===== config.mk =====
export PLATFORM = sky130hd
export DESIGN_NAME = asf_seq_ctrl
export DESIGN_NICKNAME = d
export VERILOG_FILES = /design/src/rtl/asf_pkg.sv /design/src/rtl/asf_result_fifo.sv /design/src/rtl/asf_seq_ctrl.sv
export SDC_FILE = /design/constraint.sdc
export NUM_CORES = 1
export LEC_CHECK = 0
export BUFFER_PORTS_ARGS = -buffer_cell sky130_fd_sc_hd__buf_2
export CORE_MARGIN = 4
export CORE_UTILIZATION = 65
export CTS_CLUSTER_DIAMETER = 40
export CTS_CLUSTER_SIZE = 20
export DETAILED_ROUTE_END_ITERATION = 10
export MAX_ROUTING_LAYER = met4
export PLACE_DENSITY = 0.91
export SETUP_SLACK_MARGIN = 0.15
export SLEW_MARGIN = 15
export SYNTH_ARGS = -nofsm -noshare
export SYNTH_HDL_FRONTEND = slang
export SYNTH_SLANG_ARGS = --single-unit

===== constraint.sdc =====
create_clock -name clk -period 8.2 [get_ports clk]
set_input_delay 0.41 -clock clk [delete_from_list [all_inputs] [get_ports clk]]
set_output_delay 0.41 -clock clk [all_outputs]
set_load 0.1 [all_outputs]

===== src/rtl/asf_pkg.sv =====
// Constants, types and decode functions of the converter sequencer and result FIFO
package asf_pkg;

    // ----------------------------------------------------------------
    // Commands and configuration layout
    // ----------------------------------------------------------------
    localparam logic [3:0] CMD_CFG_WRITE = 4'hA;
    localparam logic [3:0] CMD_FIFO_READ = 4'hE;
    localparam int CFG_THR_LSB = 0;
    localparam int CFG_SWEEP_LSB = 3;
    localparam int CFG_MODE_LSB = 5;
    localparam int CFG_INT_CLK_BIT = 7;
    localparam int CFG_LONG_BIT = 8;
    localparam int CFG_PIN_TRIG_BIT = 9;
    localparam logic [11:0] CFG_RESET = 12'h000;

    // ----------------------------------------------------------------
    // Frame and timing
    // ----------------------------------------------------------------
    localparam int FRAME_BITS = 16;
    localparam int CMD_BITS = 4;
    localparam logic [5:0] SAMPLE_SHORT_BITS = 6'h10;
    localparam logic [5:0] SAMPLE_LONG_BITS = 6'h30;
    localparam int CONV_CLKS_14 = 18;
    localparam int CONV_CLKS_12 = 13;
    localparam int CONV_EXTRA_NS = 15;
    localparam int CLK_PERIOD_NS = 25;
    localparam int CONV_EXTRA_CYC_RAW = (CONV_EXTRA_NS + CLK_PERIOD_NS - 1) / CLK_PERIOD_NS;
    localparam int CONV_EXTRA_CYC = (CONV_EXTRA_CYC_RAW < 1) ? 1 : CONV_EXTRA_CYC_RAW;
    localparam logic [1:0] SCLK_PER_CCLK_M1 = 2'h3;
    localparam int OSC_DIV_DEF = 6;

    // ----------------------------------------------------------------
    // FIFO and thresholds
    // ----------------------------------------------------------------
    localparam int FIFO_DEPTH = 8;
    localparam logic [3:0] THR_FULL = 4'h8;
    localparam logic [3:0] THR_3Q = 4'h6;
    localparam logic [3:0] THR_HALF = 4'h4;
    localparam logic [3:0] THR_1Q = 4'h2;

    typedef enum logic [1:0] {MODE_SHOT, MODE_REPEAT, MODE_SWEEP, MODE_RSWEEP} asf_mode_t;

    function automatic logic [3:0] asf_thr_level(input logic [1:0] sel);
        unique case (sel)
            2'h0: asf_thr_level = THR_FULL;
            2'h1: asf_thr_level = THR_3Q;
            2'h2: asf_thr_level = THR_HALF;
            2'h3: asf_thr_level = THR_1Q;
        endcase
    endfunction

    function automatic logic [2:0] asf_seq_chan(input logic [1:0] sel, input logic [2:0] pos);
        unique case (sel)
            2'h0: asf_seq_chan = pos;
            2'h1: asf_seq_chan = {pos[1:0], 1'b0};
            2'h2: asf_seq_chan = {pos[2:1], 1'b0};
            2'h3: asf_seq_chan = {1'b0, pos[0], 1'b0};
        endcase
    endfunction

endpackage


===== src/rtl/asf_result_fifo.sv =====
// Result FIFO with valid/ready on both sides and a fill threshold compare
module asf_result_fifo import asf_pkg::*; #(
    parameter int W = 14,
    parameter int DEPTH = FIFO_DEPTH
) (
    input wire logic clk,
    input wire logic rstn,
    input wire logic clear,
    input wire logic in_valid,
    input wire logic [W-1:0] in_data,
    output logic in_ready,
    output logic out_valid,
    output logic [W-1:0] out_data,
    input wire logic out_ready,
    input wire logic [3:0] threshold,
    output logic [3:0] count,
    output logic thr_hit
);
    localparam int AW = $clog2(DEPTH);

    typedef struct packed {
        logic [DEPTH-1:0][W-1:0] mem;
        logic [AW-1:0] wp;
        logic [AW-1:0] rp;
        logic [3:0] cnt;
    } asf_fifo_st_t;

    asf_fifo_st_t s_reg, s_next;
    logic do_wr, do_rd;

    assign in_ready = (s_reg.cnt != 4'(DEPTH));
    assign out_valid = (s_reg.cnt != 4'h0);
    assign out_data = s_reg.mem[s_reg.rp];
    assign count = s_reg.cnt;
    assign thr_hit = (s_reg.cnt >= threshold);

    always_comb begin
        s_next = s_reg;
        do_wr = in_valid && in_ready;
        do_rd = out_ready && out_valid;
        if (clear) begin
            s_next.wp = '0;
            s_next.rp = '0;
            s_next.cnt = 4'h0;
        end else begin
            if (do_wr) begin
                s_next.mem[s_reg.wp] = in_data;
                s_next.wp = AW'(s_reg.wp + 1'b1);
            end
            if (do_rd) begin
                s_next.rp = AW'(s_reg.rp + 1'b1);
            end
            s_next.cnt = 4'(s_reg.cnt + {3'h0, do_wr} - {3'h0, do_rd});
        end
    end

    always_ff @(posedge clk) begin
        if (!rstn) begin
            s_reg <= '0;
        end else begin
            s_reg <= s_next;
        end
    end
endmodule


===== src/rtl/asf_seq_ctrl.sv =====
// Converter sequencer: serial frame decode, conversion timing, modes and FIFO control
module asf_seq_ctrl import asf_pkg::*; #(
    parameter int RES_BITS = 14,
    parameter int OSC_DIV = OSC_DIV_DEF
) (
    input wire logic clk,
    input wire logic rstn,
    input wire logic cs_n_pin,
    input wire logic frame_sync,
    input wire logic sclk_pin,
    input wire logic sdi_pin,
    input wire logic conv_start_pin_n,
    input wire logic [RES_BITS-1:0] adc_result,
    output logic sdo,
    output logic sdo_oe,
    output logic eoc,
    output logic int_n,
    output logic [2:0] channel,
    output logic power_down
);
    localparam int CONV_CLKS = (RES_BITS == 14) ? CONV_CLKS_14 : CONV_CLKS_12;

    typedef enum logic {FR_IDLE, FR_ACTIVE} asf_frame_t;
    typedef enum logic [1:0] {CV_IDLE, CV_RUN, CV_EXTRA, CV_PUSH} asf_conv_t;

    typedef struct packed {
        logic [2:0] cs_s;
        logic [2:0] fs_s;
        logic [2:0] sclk_s;
        logic [1:0] sdi_s;
        logic [2:0] cst_s;
        asf_frame_t fst;
        logic [5:0] bitcnt;
        logic [15:0] in_sr;
        logic [15:0] out_sr;
        logic sdo_oe;
        logic fifo_frame;
        logic [3:0] cmd;
        logic sel_pend;
        logic [11:0] cfg;
        asf_conv_t cst;
        logic [4:0] ccnt;
        logic [1:0] div4;
        logic [7:0] osc_cnt;
        logic [3:0] xcnt;
        logic [RES_BITS-1:0] result;
        logic [RES_BITS-1:0] push_data;
        logic eoc;
        logic int_n;
        logic pd;
        logic run_active;
        logic armed;
        logic int_seen;
        logic reading;
        logic [2:0] chan;
        logic [2:0] pos;
    } asf_state_t;

    asf_state_t s_reg, s_next;

    logic fifo_clear, fifo_pop, fifo_in_ready, fifo_valid, fifo_thr_hit;
    logic [RES_BITS-1:0] fifo_data;
    logic [3:0] fifo_count;
    logic cs_fall, cs_rise, fs_rise, sclk_rise, sclk_fall, cst_fall, cst_rise;
    logic start, new_run, tick, new_run_ok, pin_trig;
    logic [3:0] cmd_now;
    logic [11:0] data_now;
    asf_mode_t mode;

    // Result aligned to the top of the 16-bit output frame
    function automatic logic [15:0] frame_word(input logic [RES_BITS-1:0] r);
        frame_word = {r, {(FRAME_BITS - RES_BITS){1'b0}}};
    endfunction

    asf_result_fifo #(.W(RES_BITS), .DEPTH(FIFO_DEPTH)) u_fifo (
        .clk(clk),
        .rstn(rstn),
        .clear(fifo_clear),
        .in_valid(s_reg.cst == CV_PUSH),
        .in_data(s_reg.push_data),
        .in_ready(fifo_in_ready),
        .out_valid(fifo_valid),
        .out_data(fifo_data),
        .out_ready(fifo_pop),
        .threshold(asf_thr_level(s_reg.cfg[CFG_THR_LSB +: 2])),
        .count(fifo_count),
        .thr_hit(fifo_thr_hit)
    );

    assign sdo = s_reg.out_sr[15];
    assign sdo_oe = s_reg.sdo_oe;
    assign eoc = s_reg.eoc;
    assign int_n = s_reg.int_n;
    assign channel = s_reg.chan;
    assign power_down = s_reg.pd;

    always_comb begin
        s_next = s_reg;
        fifo_clear = 1'b0;
        fifo_pop = 1'b0;
        start = 1'b0;
        new_run = 1'b0;
        tick = 1'b0;
        cmd_now = {s_reg.in_sr[2:0], s_reg.sdi_s[1]};
        data_now = {s_reg.in_sr[10:0], s_reg.sdi_s[1]};
        mode = asf_mode_t'(s_reg.cfg[CFG_MODE_LSB +: 2]);
        pin_trig = s_reg.cfg[CFG_PIN_TRIG_BIT];
        // Mode 10 must be drained, partly read or reconfigured first; 01 and 11 overwrite
        new_run_ok = s_reg.cfg[CFG_MODE_LSB] || !fifo_valid;

        // --------------------------------------------------------
        // Pin synchronisers; edges come from the second and third stages, sdi from the second
        // --------------------------------------------------------
        s_next.cs_s = {s_reg.cs_s[1:0], cs_n_pin};
        s_next.fs_s = {s_reg.fs_s[1:0], frame_sync};
        s_next.sclk_s = {s_reg.sclk_s[1:0], sclk_pin};
        s_next.sdi_s = {s_reg.sdi_s[0], sdi_pin};
        s_next.cst_s = {s_reg.cst_s[1:0], conv_start_pin_n};
        cs_fall = !s_reg.cs_s[1] && s_reg.cs_s[2];
        cs_rise = s_reg.cs_s[1] && !s_reg.cs_s[2];
        fs_rise = s_reg.fs_s[1] && !s_reg.fs_s[2];
        sclk_rise = s_reg.sclk_s[1] && !s_reg.sclk_s[2];
        sclk_fall = !s_reg.sclk_s[1] && s_reg.sclk_s[2];
        cst_fall = !s_reg.cst_s[1] && s_reg.cst_s[2];
        cst_rise = s_reg.cst_s[1] && !s_reg.cst_s[2];

        // --------------------------------------------------------
        // Frame start, wake-up and early FIFO output
        // --------------------------------------------------------
        if (cs_fall || fs_rise) begin
            s_next.fst = FR_ACTIVE;
            s_next.bitcnt = 6'h00;
            s_next.sel_pend = 1'b0;
            s_next.pd = 1'b0;
            s_next.int_n = 1'b1;
            s_next.sdo_oe = 1'b1;
            s_next.int_seen = 1'b0;
            // Head goes out before the command is known
            s_next.fifo_frame = (s_reg.int_seen || s_reg.reading) && fifo_valid;
            s_next.out_sr = s_next.fifo_frame ? frame_word(fifo_data) : frame_word(s_reg.result);
        end else if (cs_rise && s_reg.fst == FR_ACTIVE) begin
            s_next.fst = FR_IDLE;
            s_next.sdo_oe = 1'b0;
            s_next.sel_pend = 1'b0;
        end else if (s_reg.fst == FR_ACTIVE) begin
            if (sclk_rise && s_reg.bitcnt != 6'h00) begin
                s_next.out_sr = {s_reg.out_sr[14:0], 1'b0};
            end
            if (sclk_fall) begin
                s_next.in_sr = {s_reg.in_sr[14:0], s_reg.sdi_s[1]};
                if (s_reg.bitcnt != 6'h3F) begin
                    s_next.bitcnt = 6'(s_reg.bitcnt + 1'b1);
                end
                if (s_reg.bitcnt == 6'(CMD_BITS - 1)) begin
                    s_next.cmd = cmd_now;
                    if (s_reg.fifo_frame && cmd_now != CMD_FIFO_READ) begin
                        s_next.sdo_oe = 1'b0;
                    end
                    if (s_reg.reading && cmd_now != CMD_FIFO_READ) begin
                        fifo_clear = 1'b1;
                        s_next.reading = 1'b0;
                    end
                end
                if (s_reg.bitcnt == 6'(FRAME_BITS - 1)) begin
                    if (s_reg.cmd == CMD_CFG_WRITE) begin
                        // No conversion, eoc and int_n untouched
                        s_next.cfg = data_now;
                        fifo_clear = 1'b1;
                        s_next.run_active = 1'b0;
                        s_next.armed = 1'b0;
                        s_next.reading = 1'b0;
                    end else if (s_reg.cmd == CMD_FIFO_READ) begin
                        // Pops one entry; no conversion is started
                        fifo_pop = fifo_valid;
                        s_next.reading = fifo_count > 4'h1;
                        if (fifo_count <= 4'h1 && mode[1]) begin
                            s_next.armed = 1'b0;
                        end
                    end else if (!s_reg.cmd[3]) begin
                        // Select: a dummy code once a run is under way
                        if (mode == MODE_SHOT) begin
                            s_next.chan = s_reg.cmd[2:0];
                        end else if (!s_reg.run_active && new_run_ok) begin
                            new_run = 1'b1;
                            if (mode == MODE_REPEAT) begin
                                s_next.chan = s_reg.cmd[2:0];
                            end
                        end
                        if (mode == MODE_SHOT || s_reg.run_active || new_run_ok) begin
                            if (pin_trig) begin
                                s_next.armed = 1'b1;
                            end else begin
                                s_next.sel_pend = 1'b1;
                            end
                        end
                    end
                end
                // Sampling ends after the 16th or 48th falling edge
                if (s_next.sel_pend && s_next.bitcnt ==
                    (s_reg.cfg[CFG_LONG_BIT] ? SAMPLE_LONG_BITS : SAMPLE_SHORT_BITS)) begin
                    s_next.sel_pend = 1'b0;
                    start = 1'b1;
                end
            end
        end

        // --------------------------------------------------------
        // Start pin: wake on assertion, convert on release
        // --------------------------------------------------------
        if (cst_fall) begin
            s_next.pd = 1'b0;
        end
        if (cst_rise && pin_trig && s_reg.armed && s_reg.cst == CV_IDLE) begin
            if (mode == MODE_SHOT || s_reg.run_active) begin
                start = 1'b1;
            end else if (mode == MODE_REPEAT || mode == MODE_RSWEEP || !fifo_valid) begin
                new_run = 1'b1;
                start = 1'b1;
            end
        end

        if (new_run) begin
            fifo_clear = 1'b1;
            s_next.run_active = 1'b1;
            s_next.reading = 1'b0;
            s_next.pos = 3'h0;
        end

        // --------------------------------------------------------
        // Conversion engine
        // --------------------------------------------------------
        s_next.osc_cnt = (s_reg.osc_cnt == 8'(OSC_DIV - 1)) ? 8'h00 : 8'(s_reg.osc_cnt + 1'b1);
        if (start && s_reg.cst == CV_IDLE) begin
            s_next.cst = CV_RUN;
            s_next.eoc = 1'b0;
            s_next.pd = 1'b0;
            s_next.ccnt = 5'h00;
            s_next.div4 = 2'h0;
            if (mode[1]) begin
                s_next.chan = asf_seq_chan(s_reg.cfg[CFG_SWEEP_LSB +: 2], new_run ? 3'h0 : s_reg.pos);
                s_next.pos = 3'(s_next.pos + 1'b1);
            end
        end
        unique case (s_reg.cst)
            CV_IDLE: begin
            end
            CV_RUN: begin
                if (s_reg.cfg[CFG_INT_CLK_BIT]) begin
                    tick = (s_reg.osc_cnt == 8'(OSC_DIV - 1));
                end else if (sclk_rise) begin
                    s_next.div4 = 2'(s_reg.div4 + 1'b1);
                    tick = (s_reg.div4 == SCLK_PER_CCLK_M1);
                end
                if (tick) begin
                    s_next.ccnt = 5'(s_reg.ccnt + 1'b1);
                    if (s_reg.ccnt == 5'(CONV_CLKS - 1)) begin
                        s_next.cst = CV_EXTRA;
                        s_next.xcnt = 4'h0;
                    end
                end
            end
            CV_EXTRA: begin
                s_next.xcnt = 4'(s_reg.xcnt + 1'b1);
                if (s_reg.xcnt == 4'(CONV_EXTRA_CYC - 1)) begin
                    s_next.eoc = 1'b1;
                    s_next.pd = 1'b1;
                    if (mode == MODE_SHOT) begin
                        // Overwrites an unread result
                        s_next.result = adc_result;
                        s_next.int_n = 1'b0;
                        s_next.cst = CV_IDLE;
                    end else begin
                        s_next.push_data = adc_result;
                        s_next.cst = CV_PUSH;
                    end
                end
            end
            CV_PUSH: begin
                // Waits here while the FIFO is full, so no result is lost
                if (fifo_in_ready) begin
                    s_next.cst = CV_IDLE;
                end
            end
        endcase

        // Threshold check once the last push has landed
        if (s_reg.cst == CV_IDLE && s_reg.run_active && !new_run && fifo_thr_hit) begin
            s_next.run_active = 1'b0;
            s_next.int_n = 1'b0;
            s_next.int_seen = 1'b1;
            if (mode == MODE_SWEEP) begin
                s_next.armed = 1'b0;
            end
        end

        // Sequence position does not survive power-down between runs
        if (s_reg.pd && !s_reg.run_active) begin
            s_next.pos = 3'h0;
        end
    end

    always_ff @(posedge clk) begin
        if (!rstn) begin
            s_reg <= '0;
            s_reg.cs_s <= 3'h7;
            s_reg.fs_s <= 3'h0;
            s_reg.cst_s <= 3'h7;
            s_reg.cfg <= CFG_RESET;
            s_reg.fst <= FR_IDLE;
            s_reg.cst <= CV_IDLE;
            s_reg.eoc <= 1'b1;
            s_reg.int_n <= 1'b1;
        end else begin
            s_reg <= s_next;
        end
    end
endmodule


## After elaboration in Yosys (flattened, before gate mapping)

Index checks and enable logic that the tools add are counted.

| cells by class | value |
|---|---|
| $lt $le $gt $ge | 6 |
| eq/ne operators | 30 |
| add/subtract/negate cells | 10 |
| reductions and logical operators | 82 |
| divide/modulo/power cells | 0 |
| $mul | 0 |
| multiplexer cells | 132 |
| bitwise gates (word level) | 5 |
| shift operators | 0 |

Operator list:

| kind | count |
|---|---|
| $bwmux W112 | 1 |
| $mux W1 | 70 |
| $mux W13 | 5 |
| $mux W6 | 8 |
| $bmux W14 S3 | 1 |
| $demux W14 S3 | 1 |
| $mux W3 | 13 |
| $mux W39 | 1 |
| $mux W38 | 1 |
| $mux W16 | 2 |
| $mux W14 | 2 |
| $logic_and A1 B1 Y1 | 26 |
| $mux W2 | 13 |
| $mux W22 | 1 |
| $mux W7 | 3 |
| $eq A2 B2 Y1 const B | 9 |
| $reduce_bool A2 Y1 | 9 |
| $mux W17 | 1 |
| $pmux W4 S4 | 1 |
| $reduce_and A3 Y1 | 5 |
| $mux W12 | 1 |
| $mux W4 | 3 |
| $pmux W3 S4 | 1 |
| $reduce_and A6 Y1 | 2 |
| 41 further kinds | 85 |

| storage, ports and cells | value |
|---|---|
| bits in latches | 0 |
| ROM bits | 0 |
| bits in registers | 254 |
| word-level logic and storage cells | 306 |
| memories | 0 |
| input bits | 21 |
| output and inout bits | 8 |
| RAM bits | 0 |

## Depth between registers and ports, before layout

Gate-level depths: netlist of run 1.

| logic depth | value |
|---|---|
| word-level depth | 27 |
| mapped depth | 13 |
| depth with buffers taken out | 11 |

## Cells and area by module

A second synthesis of run 1 with hierarchy kept.

| second synthesis, totals | value |
|---|---|
| cell total of the unflattened synthesis | 1178 |
| area, all modules | 11026.8 µm² |

Modules (own cells, without submodules):

| module | times used | seq. area each (µm²) | cells an instance | area an instance (µm²) |
|---|---|---|---|---|
| asf_result_fifo | 1 | 2442.3 | 515 | 5580.4 |
| asf_seq_ctrl | 1 | 2462.4 | 663 | 5446.5 |

## Worst setup path before layout of run 1

Ideal clock, no wire load.

| path | value |
|---|---|
| kind | reg-to-reg |
| from | register s_reg[114] (netlist name) |
| to | register u_fifo.s_reg, in the netlist u_fifo.count[2] |
| required time | 8083 ps |
| buffers on the path | 1 |
| setup time | 117 ps |
| period minus slack after synthesis | 3070 ps |
| cell stages (with the launch flop) | 13 |
| path slack | 5130 ps |
| data arrival time | 2952 ps |
| path through | dfxtp_1 -> ha_1 -> clkbuf_1 -> nand3_1 -> or4_4 -> nor4_1 -> ha_1 -> inv_1 -> ha_1 -> inv_1 -> fa_1 -> xor2_1 -> nor2_1 |

| on the way | value |
|---|---|
| elaborated cells between the ends (all ways) | 26 |
| classes of those cells | add/sub: 1; eq/ne: 2; mux: 21; reduce/logical: 2 |

RTL lines:

| item | line | RTL |
|---|---|---|
| from (decl) | asf_seq_ctrl.sv:59 | `asf_state_t s_reg, s_next;` |
| from (signal assigned) | asf_seq_ctrl.sv:314 | `s_reg <= s_next;` |
| $eq A6 B4 Y1 | asf_seq_ctrl.sv:164 | `if (s_reg.bitcnt == 6'(FRAME_BITS - 1)) begin` |
| $mux W1 | asf_seq_ctrl.sv:164 |  |
| $mux W1 | asf_seq_ctrl.sv:149 | `if (sclk_fall) begin` |
| $mux W1 | asf_seq_ctrl.sv:145 | `end else if (s_reg.fst == FR_ACTIVE) begin` |
| $mux W1 | asf_seq_ctrl.sv:141 | `end else if (cs_rise && s_reg.fst == FR_ACTIVE) begin` |
| $mux W1 | asf_seq_ctrl.sv:130 | `if (cs_fall \|\| fs_rise) begin` |
| $logic_and A1 B1 Y1 | asf_result_fifo.sv:40 | `do_rd = out_ready && out_valid;` |
| named net u_fifo.do_rd | asf_result_fifo.sv:29 | `logic do_wr, do_rd;` |
| $sub A4 B1 Y4 | asf_result_fifo.sv:53 | `s_next.cnt = 4'(s_reg.cnt + {3'h0, do_wr} - {3'h0, do_rd});` |
| to (signal assigned) | asf_result_fifo.sv:61 | `s_reg <= s_next;` |
| to (decl) | asf_result_fifo.sv:28 | `asf_fifo_st_t s_reg, s_next;` |

The timed path passes the listed nets, and every way through them passes these cells.
A chain may end at the register's enable or synchronous reset.

## Worst setup path in the final report of run 1

| path | value |
|---|---|
| from | register s_reg[114] (netlist name) |
| to | register u_fifo.s_reg, in the netlist u_fifo.count[3] |

Same word-level chain as after synthesis.

==> flow_metrics.tcl, run 1 <==
set metrics [dict create \
    yosysMostFrequentCell "dfxtp_1" \
    syn-num-nets 1204 \
    worstSetupStartpointType "register" \
    synthXorXnorAreaFrac_pct 1.19 \
    num_vias 8874 \
    fin_cells 1401 \
    synth-edff-count 0 \
    port_buffers 28 \
    largest_reg_flops 118 \
    fin_crit_sh_pct 42.0 \
    synth-adder-area-share_pct 2.78 \
    ctsHoldBuffers 0 \
    dr.pass1.iters 7 \
    avgRoutedWirePerCell_um 19.3 \
    reg2reg_depth 11 \
    powerDensity_mw_per_mm2 212 \
    drt_wl_total_mm 27.0 \
    combPwrFrac_pct 2.0 \
    syn-cell-area_mm2 0.0111 \
    crit_family "simple AND/OR/NAND/NOR gates" \
    synthMuxAreaShare_pct 19.6 \
    cts_sinks 245 \
    clock_latency_ns 0.56 \
    wirelength_met1_mm 10.7 \
    hold_path.class "in2reg" \
    die_width_um 138 \
    critPathMaxStageDelay_ns 0.67 \
    cts_resized 0 \
    drive_above_1_share_pct 12.5 \
    min_path_cells 2 \
    cts_buffer_depth 3 \
    worstSetupEndpointType "register" \
    max_freq_ghz 0.290 \
    min_from "cs_n_pin" \
    cp.arrival_ns 3.88 \
    slew_viol_final 0 \
    synth.area.top_cells "dfxtp_1, mux2i_1, nand2_1, mux4_2, a21oi_1" \
    critPathRequiredTime_ns 8.63 \
    fin_crit_ns 3.44 \
    grt_max_degree 98 \
    switching_power_mw 0.599 \
    status "completed" \
    tns_ns 0 \
    cts_max_level 1 \
    slew_headroom_pct 22.1 \
    ys_async_sr_fraction_pct 0 \
    finClkSkew_ns 0.0302 \
    gp_congestion 0.872 \
    areaGrowthSynthToFinish_pct 10.5 \
    synth-seq-cells 245 \
    antenna_cells 0 \
    crit_buf_inv 1 \
    cts_made_buffers 30 \
    placedCellCount 1345 \
    synth_cell_types 64 \
    cp_max_fo 9 \
    path_class "reg2reg" \
    die_y_um 138 \
    cp_common_cell "ha_1" \
    core_mm2 0.0166 \
    wl_met2_mm 13.0 \
    slowest_stage "nor4_1" \
    path_cells "ha_1 -> nand3_1 -> or4_4 -> nor4_1 -> ha_1 -> inv_1 -> ha_1 -> a21o_1 -> a21oi_1 -> xnor2_1 -> nor2_1" \
    timing.rr.end "u_fifo.count[3]" \
    r2r_start "s_reg[114]" \
    cap_violations 0 \
    io_pins 29 \
    ys_top_cells_by_count "dfxtp_1, nand2_1, mux2i_1" \
    yosysTopAreaCellShare_pct 44.4 \
    tightestPinTransition_ns 1.17 \
    holdPathEnd "s_next[132]" \
    synth_top_family_by_area "multiplexers" \
    post_cts_buffers 0 \
    fin_nets 1202 \
    final_hold_viol_count 0 \
    cts_tree "yes" \
    clkTransAtPathRegs_ns 0.06 \
    synth_compound_area_share_pct 8.99 \
    dp_hpwl_mm 16.5 \
    power.internal_mw 1.99 \
    yosys.area_share.simple_pct 18.7 \
    grt_pass1_vias 8628 \
    syn_avg_cell_area_um2 9.54 \
    p_leak_nw 4.12 \
    drtAntennaViolNets 0 \
    seq_area_frac_synth_pct 44.4 \
    top_layer_used "met4" \
    wl_met3_mm 2.10 \
    power.share.clock_pct 51.7 \
    ir_drop_mv 0.192 \
    grt_pass1_wl_mm 44.0 \
    drt-initial-drc-count 985 \
    synthCells 1159 \
    rsz0062_at_grt "no" \
    grt_overflow 0 \
    synth_warnings 0 \
    antenna_found_initial 0 \
    dieArea_mm2 0.0192 \
    finalSetupViolations 0 \
    switching_share_pct 23.1 \
    initial_core_util_pct 66.4 \
    drc 0 \
    ys.flop_type "dfxtp_1" \
    core.rowCount 47 \
    r2r_setup_slack_ns 4.76 \
    grt_use_total_pct 28.3 \
    synth_area_leader_cell "dfxtp_1" \
    vias_per_cell 6.33 \
    cts-root-buf "clkbuf_16" \
    seqPwrFrac_pct 46.3 \
]
-- logic make-up after synthesis --
group,Yosys count
buffers and inverters,104
and+or+nand+nor,436
muxes,181
DFF,245
xor gates and xnor gates,15
AOI/OAI and AO/OA,154
adders and majority gates,24
-- worst max-delay path by stage --
stage / from / end / cells after the start
after global placement: s_reg[114] / u_fifo.count[2] / 11
after detailed placement: s_reg[114] / u_fifo.count[3] / 11
after CTS: s_reg[114] / u_fifo.count[3] / 11
after floorplan: s_reg[114] / u_fifo.count[2] / 12
final: s_reg[114] / u_fifo.count[3] / 11
after global routing: s_reg[114] / u_fifo.count[3] / 11
-- cell type report --
type,instances,area [um2]
flip-flops and latches,245,4910
clock inverters,23,253
fillers,1028,4430
well taps,220,275
repair buffers,42,248
clock buffers,33,762
multi-input cells,810,5670
inverters,28,105
-- stage by stage --
stage                     instance area, um2  hold WS [ns]  power (mW)  setup slack (ns)  util (%)
after floorplan                        11100         0.386        1.26              5.13         -
after global placement                 11200         0.397        1.27              5.00      67.3
after detailed placement               11200         0.397        1.27              4.84      67.3
after CTS                              12200        0.0224        2.59              4.75      73.4
after global routing                   12200        0.0384        2.65              4.47      73.4
final                                  12200        0.0313        2.59              4.76      73.4
-- power groups by stage --
| stage | logic [mW] | clock network, mW | registers, mW |
|---|---|---|---|
| after floorplan | 0.0315 | 0 | 1.23 |
| after global placement | 0.0486 | 0 | 1.22 |
| after detailed placement | 0.0493 | 0 | 1.23 |
| after CTS | 0.0498 | 1.34 | 1.20 |
| after global routing | 0.0548 | 1.40 | 1.20 |
| final | 0.0507 | 1.34 | 1.20 |
-- placed cells by master, fill, tap and decap left out, types with 23 or more instances in the layout --
| cell | count |
|---|---|
| buf_2 | 27 |
| mux4_2 | 28 |
| ha_1 | 23 |
| nand3_1 | 40 |
| mux2i_1 | 149 |
| dfxtp_1 | 244 |
| nor2_1 | 63 |
| clkbuf_16 | 30 |
| inv_1 | 27 |
| a21oi_1 | 70 |
| nand2_1 | 241 |
-- layer usage --
metal  track usage [%]  vias up
met5                 -        -
met4              11.6        0
met3              4.73      112
met2              46.0      438
met1              35.4     4268
li1                  -     4056
Power figures use the tool's default switching activity.
==> inputs of run 2 (changes only) <==
--- a/config.mk
+++ b/config.mk
@@ -7,12 +7,12 @@
 export LEC_CHECK = 0
 export BUFFER_PORTS_ARGS = -buffer_cell sky130_fd_sc_hd__buf_2
 export CORE_MARGIN = 4
-export CORE_UTILIZATION = 65
+export CORE_UTILIZATION = 56
 export CTS_CLUSTER_DIAMETER = 40
 export CTS_CLUSTER_SIZE = 20
 export DETAILED_ROUTE_END_ITERATION = 10
 export MAX_ROUTING_LAYER = met4
-export PLACE_DENSITY = 0.91
+export PLACE_DENSITY = 0.84
 export SETUP_SLACK_MARGIN = 0.15
 export SLEW_MARGIN = 15
 export SYNTH_ARGS = -nofsm -noshare
==> constraint.sdc (replaced) <==
create_clock -name clk -period 3 [get_ports clk]
set_input_delay 0.15 -clock clk [delete_from_list [all_inputs] [get_ports clk]]
set_output_delay 0.15 -clock clk [all_outputs]
set_load 0.1 [all_outputs]
==> flow_metrics.tcl, run 2 (same netlist as run 1, synthesis figures left out) <==
set metrics [dict create \
    vias_per_cell 5.93 \
    final_hold_viol_count 0 \
    slowest_stage "or4_4" \
    path_cells "ha_4 -> nand3_2 -> or4_4 -> buf_4 -> or3_1 -> o311ai_4 -> buf_4 -> nor4_4 -> buf_4 -> mux2i_1" \
    met3_usage_pct 3.84 \
    cp_common_cell "buf_4" \
    place_area_mm2 0.0114 \
    gp_congestion 0.893 \
    multi_input_area_mm2 0.00571 \
    grt_max_degree 150 \
    switching_share_pct 23.7 \
    drtAntennaViolNets 0 \
    dp_hpwl_mm 16.5 \
    grt_pass1_vias 8806 \
    grt_use_met2_pct 41.1 \
    largest_reg_flops 118 \
    num_vias 8800 \
    cts-root-buf "clkbuf_16" \
    drt-initial-drc-count 790 \
    final_cell_mix "nand2_1, dfxtp_1, mux2i_1" \
    fin_crit_sh_pct 92.5 \
    worstSetupStartpointType "register" \
    drt_wl_total_mm 26.8 \
    slew_viol_final 0 \
    cts_sinks 245 \
    switching_power_mw 1.69 \
    seqPwrFrac_pct 46.1 \
    cts_made_buffers 30 \
    cts_buffer_depth 3 \
    dr.pass1.iters 5 \
    port_buffers 28 \
    power.internal_mw 5.42 \
    critPathMaxStageDelay_ns 0.55 \
    cap_violations 0 \
    areaGrowthSynthToFinish_pct 15.1 \
    p_leak_nw 4.32 \
    grtUsageMet1_pct 30.6 \
    die_width_um 148 \
    max_freq_ghz 0.360 \
    path_class "reg2reg" \
    die_y_um 148 \
    fin_nets 1241 \
    core_mm2 0.0195 \
    clkTransAtPathRegs_ns 0.06 \
    cts_tree "yes" \
    worstSetupEndpointType "register" \
    cp_max_fo 14 \
    slew_headroom_pct 18.8 \
    grt_overflow 0 \
    clock_latency_ns 0.56 \
    status "completed" \
    drc 0 \
    dieArea_mm2 0.0220 \
    cts_max_level 1 \
    rsz0062_at_grt "yes" \
    seqCellArea_mm2 0.00492 \
    power.share.clock_pct 51.6 \
    cp.arrival_ns 3.23 \
    io_pins 29 \
    drive_above_1_share_pct 14.8 \
    crit_buf_inv 3 \
    antenna_found_initial 0 \
    combPwrFrac_pct 2.4 \
    ir_drop_mv 0.670 \
    grt_use_total_pct 25.1 \
    core.rowCount 51 \
    critPathRequiredTime_ns 3.45 \
    grt-busiest-layer "met2" \
    crit_family "simple AND/OR/NAND/NOR gates" \
    final_common_cell "nand2_1" \
    initial_core_util_pct 56.8 \
    finClkSkew_ns 0.0316 \
    grt_pass1_wl_mm 44.0 \
    avgRoutedWirePerCell_um 18.1 \
    antenna_cells 0 \
    tns_ns 0 \
    stdcell_area_mm2 0.0127 \
    powerDensity_mw_per_mm2 559 \
    hold_path.class "in2reg" \
    nFillCells 1441 \
    finalSetupViolations 0 \
    post-route-util_pct 65.4 \
    fin_crit_ns 2.78 \
    tightestPinTransition_ns 1.21 \
]
[run 2: per-stage QoR]
step	setup slack, ns	hold slack, ns	cells	total power, mW
floorplan	0.236	0.251	1159	3.44
global placement	0.233	0.331	1405	3.49
detailed placement	0.150	0.345	1405	3.49
CTS	0.239	0.307	1481	7.13
global route	0.0880	0.346	1485	7.30
finish	0.224	0.329	1485	7.11
[run 2: worst register-to-register path, stage by stage, from the launching register on]
cell	delay, ns
dfxtp_4	0.38
ha_4	0.14
nand3_2	0.08
or4_4	0.55
buf_4	0.16
or3_1	0.37
o311ai_4	0.14
buf_4	0.31
nor4_4	0.07
buf_4	0.25
mux2i_1	0.23
[run 2: power by group through the flow]
stage          Clock (mW)  Combinational, mW  Sequential, mW
2_1_floorplan           0             0.0860            3.35
3_3_place_gp            0              0.139            3.35
3_5_place_dp            0              0.141            3.35
4_1_cts              3.69              0.163            3.28
5_1_grt              3.85              0.181            3.27
6_report             3.66              0.168            3.28
[run 2: what timing repair did]
item,4_1_cts,5_1_grt
resized for setup,1,14
pin swaps,0,5
hold endpoints to repair,38,0
endpoints found under the setup margin,1,106
hold buffers,20,0
buffers inserted,0,4
[run 2: routing by layer]
layer	wire length (um)	vias up
met4	1140	0
met5	0	-
met1	11000	4245
met2	12900	349
li1	-	4121
met3	1800	85
[run 2: path summary, 6_finish.rpt]
check	from	end	slack, ns	depth (start not counted)
hold reg to reg	s_next[121]	s_next[122]	0.42	1
hold / removal	cs_n_pin	s_next[132]	0.33	3
setup / recovery	s_reg[114]	u_fifo.s_reg[86]	0.22	10
setup reg to reg	s_reg[114]	u_fifo.s_reg[86]	0.22	10
[run 2: final cells by class]
class	instances	area share, %
Tap cell	265	2.61
Timing Repair Buffer	81	4.84
Sequential cell	245	38.7
Inverter	28	0.826
Multi-Input combinational cell	810	44.9
Clock inverter	25	2.12
Clock buffer	31	6.01
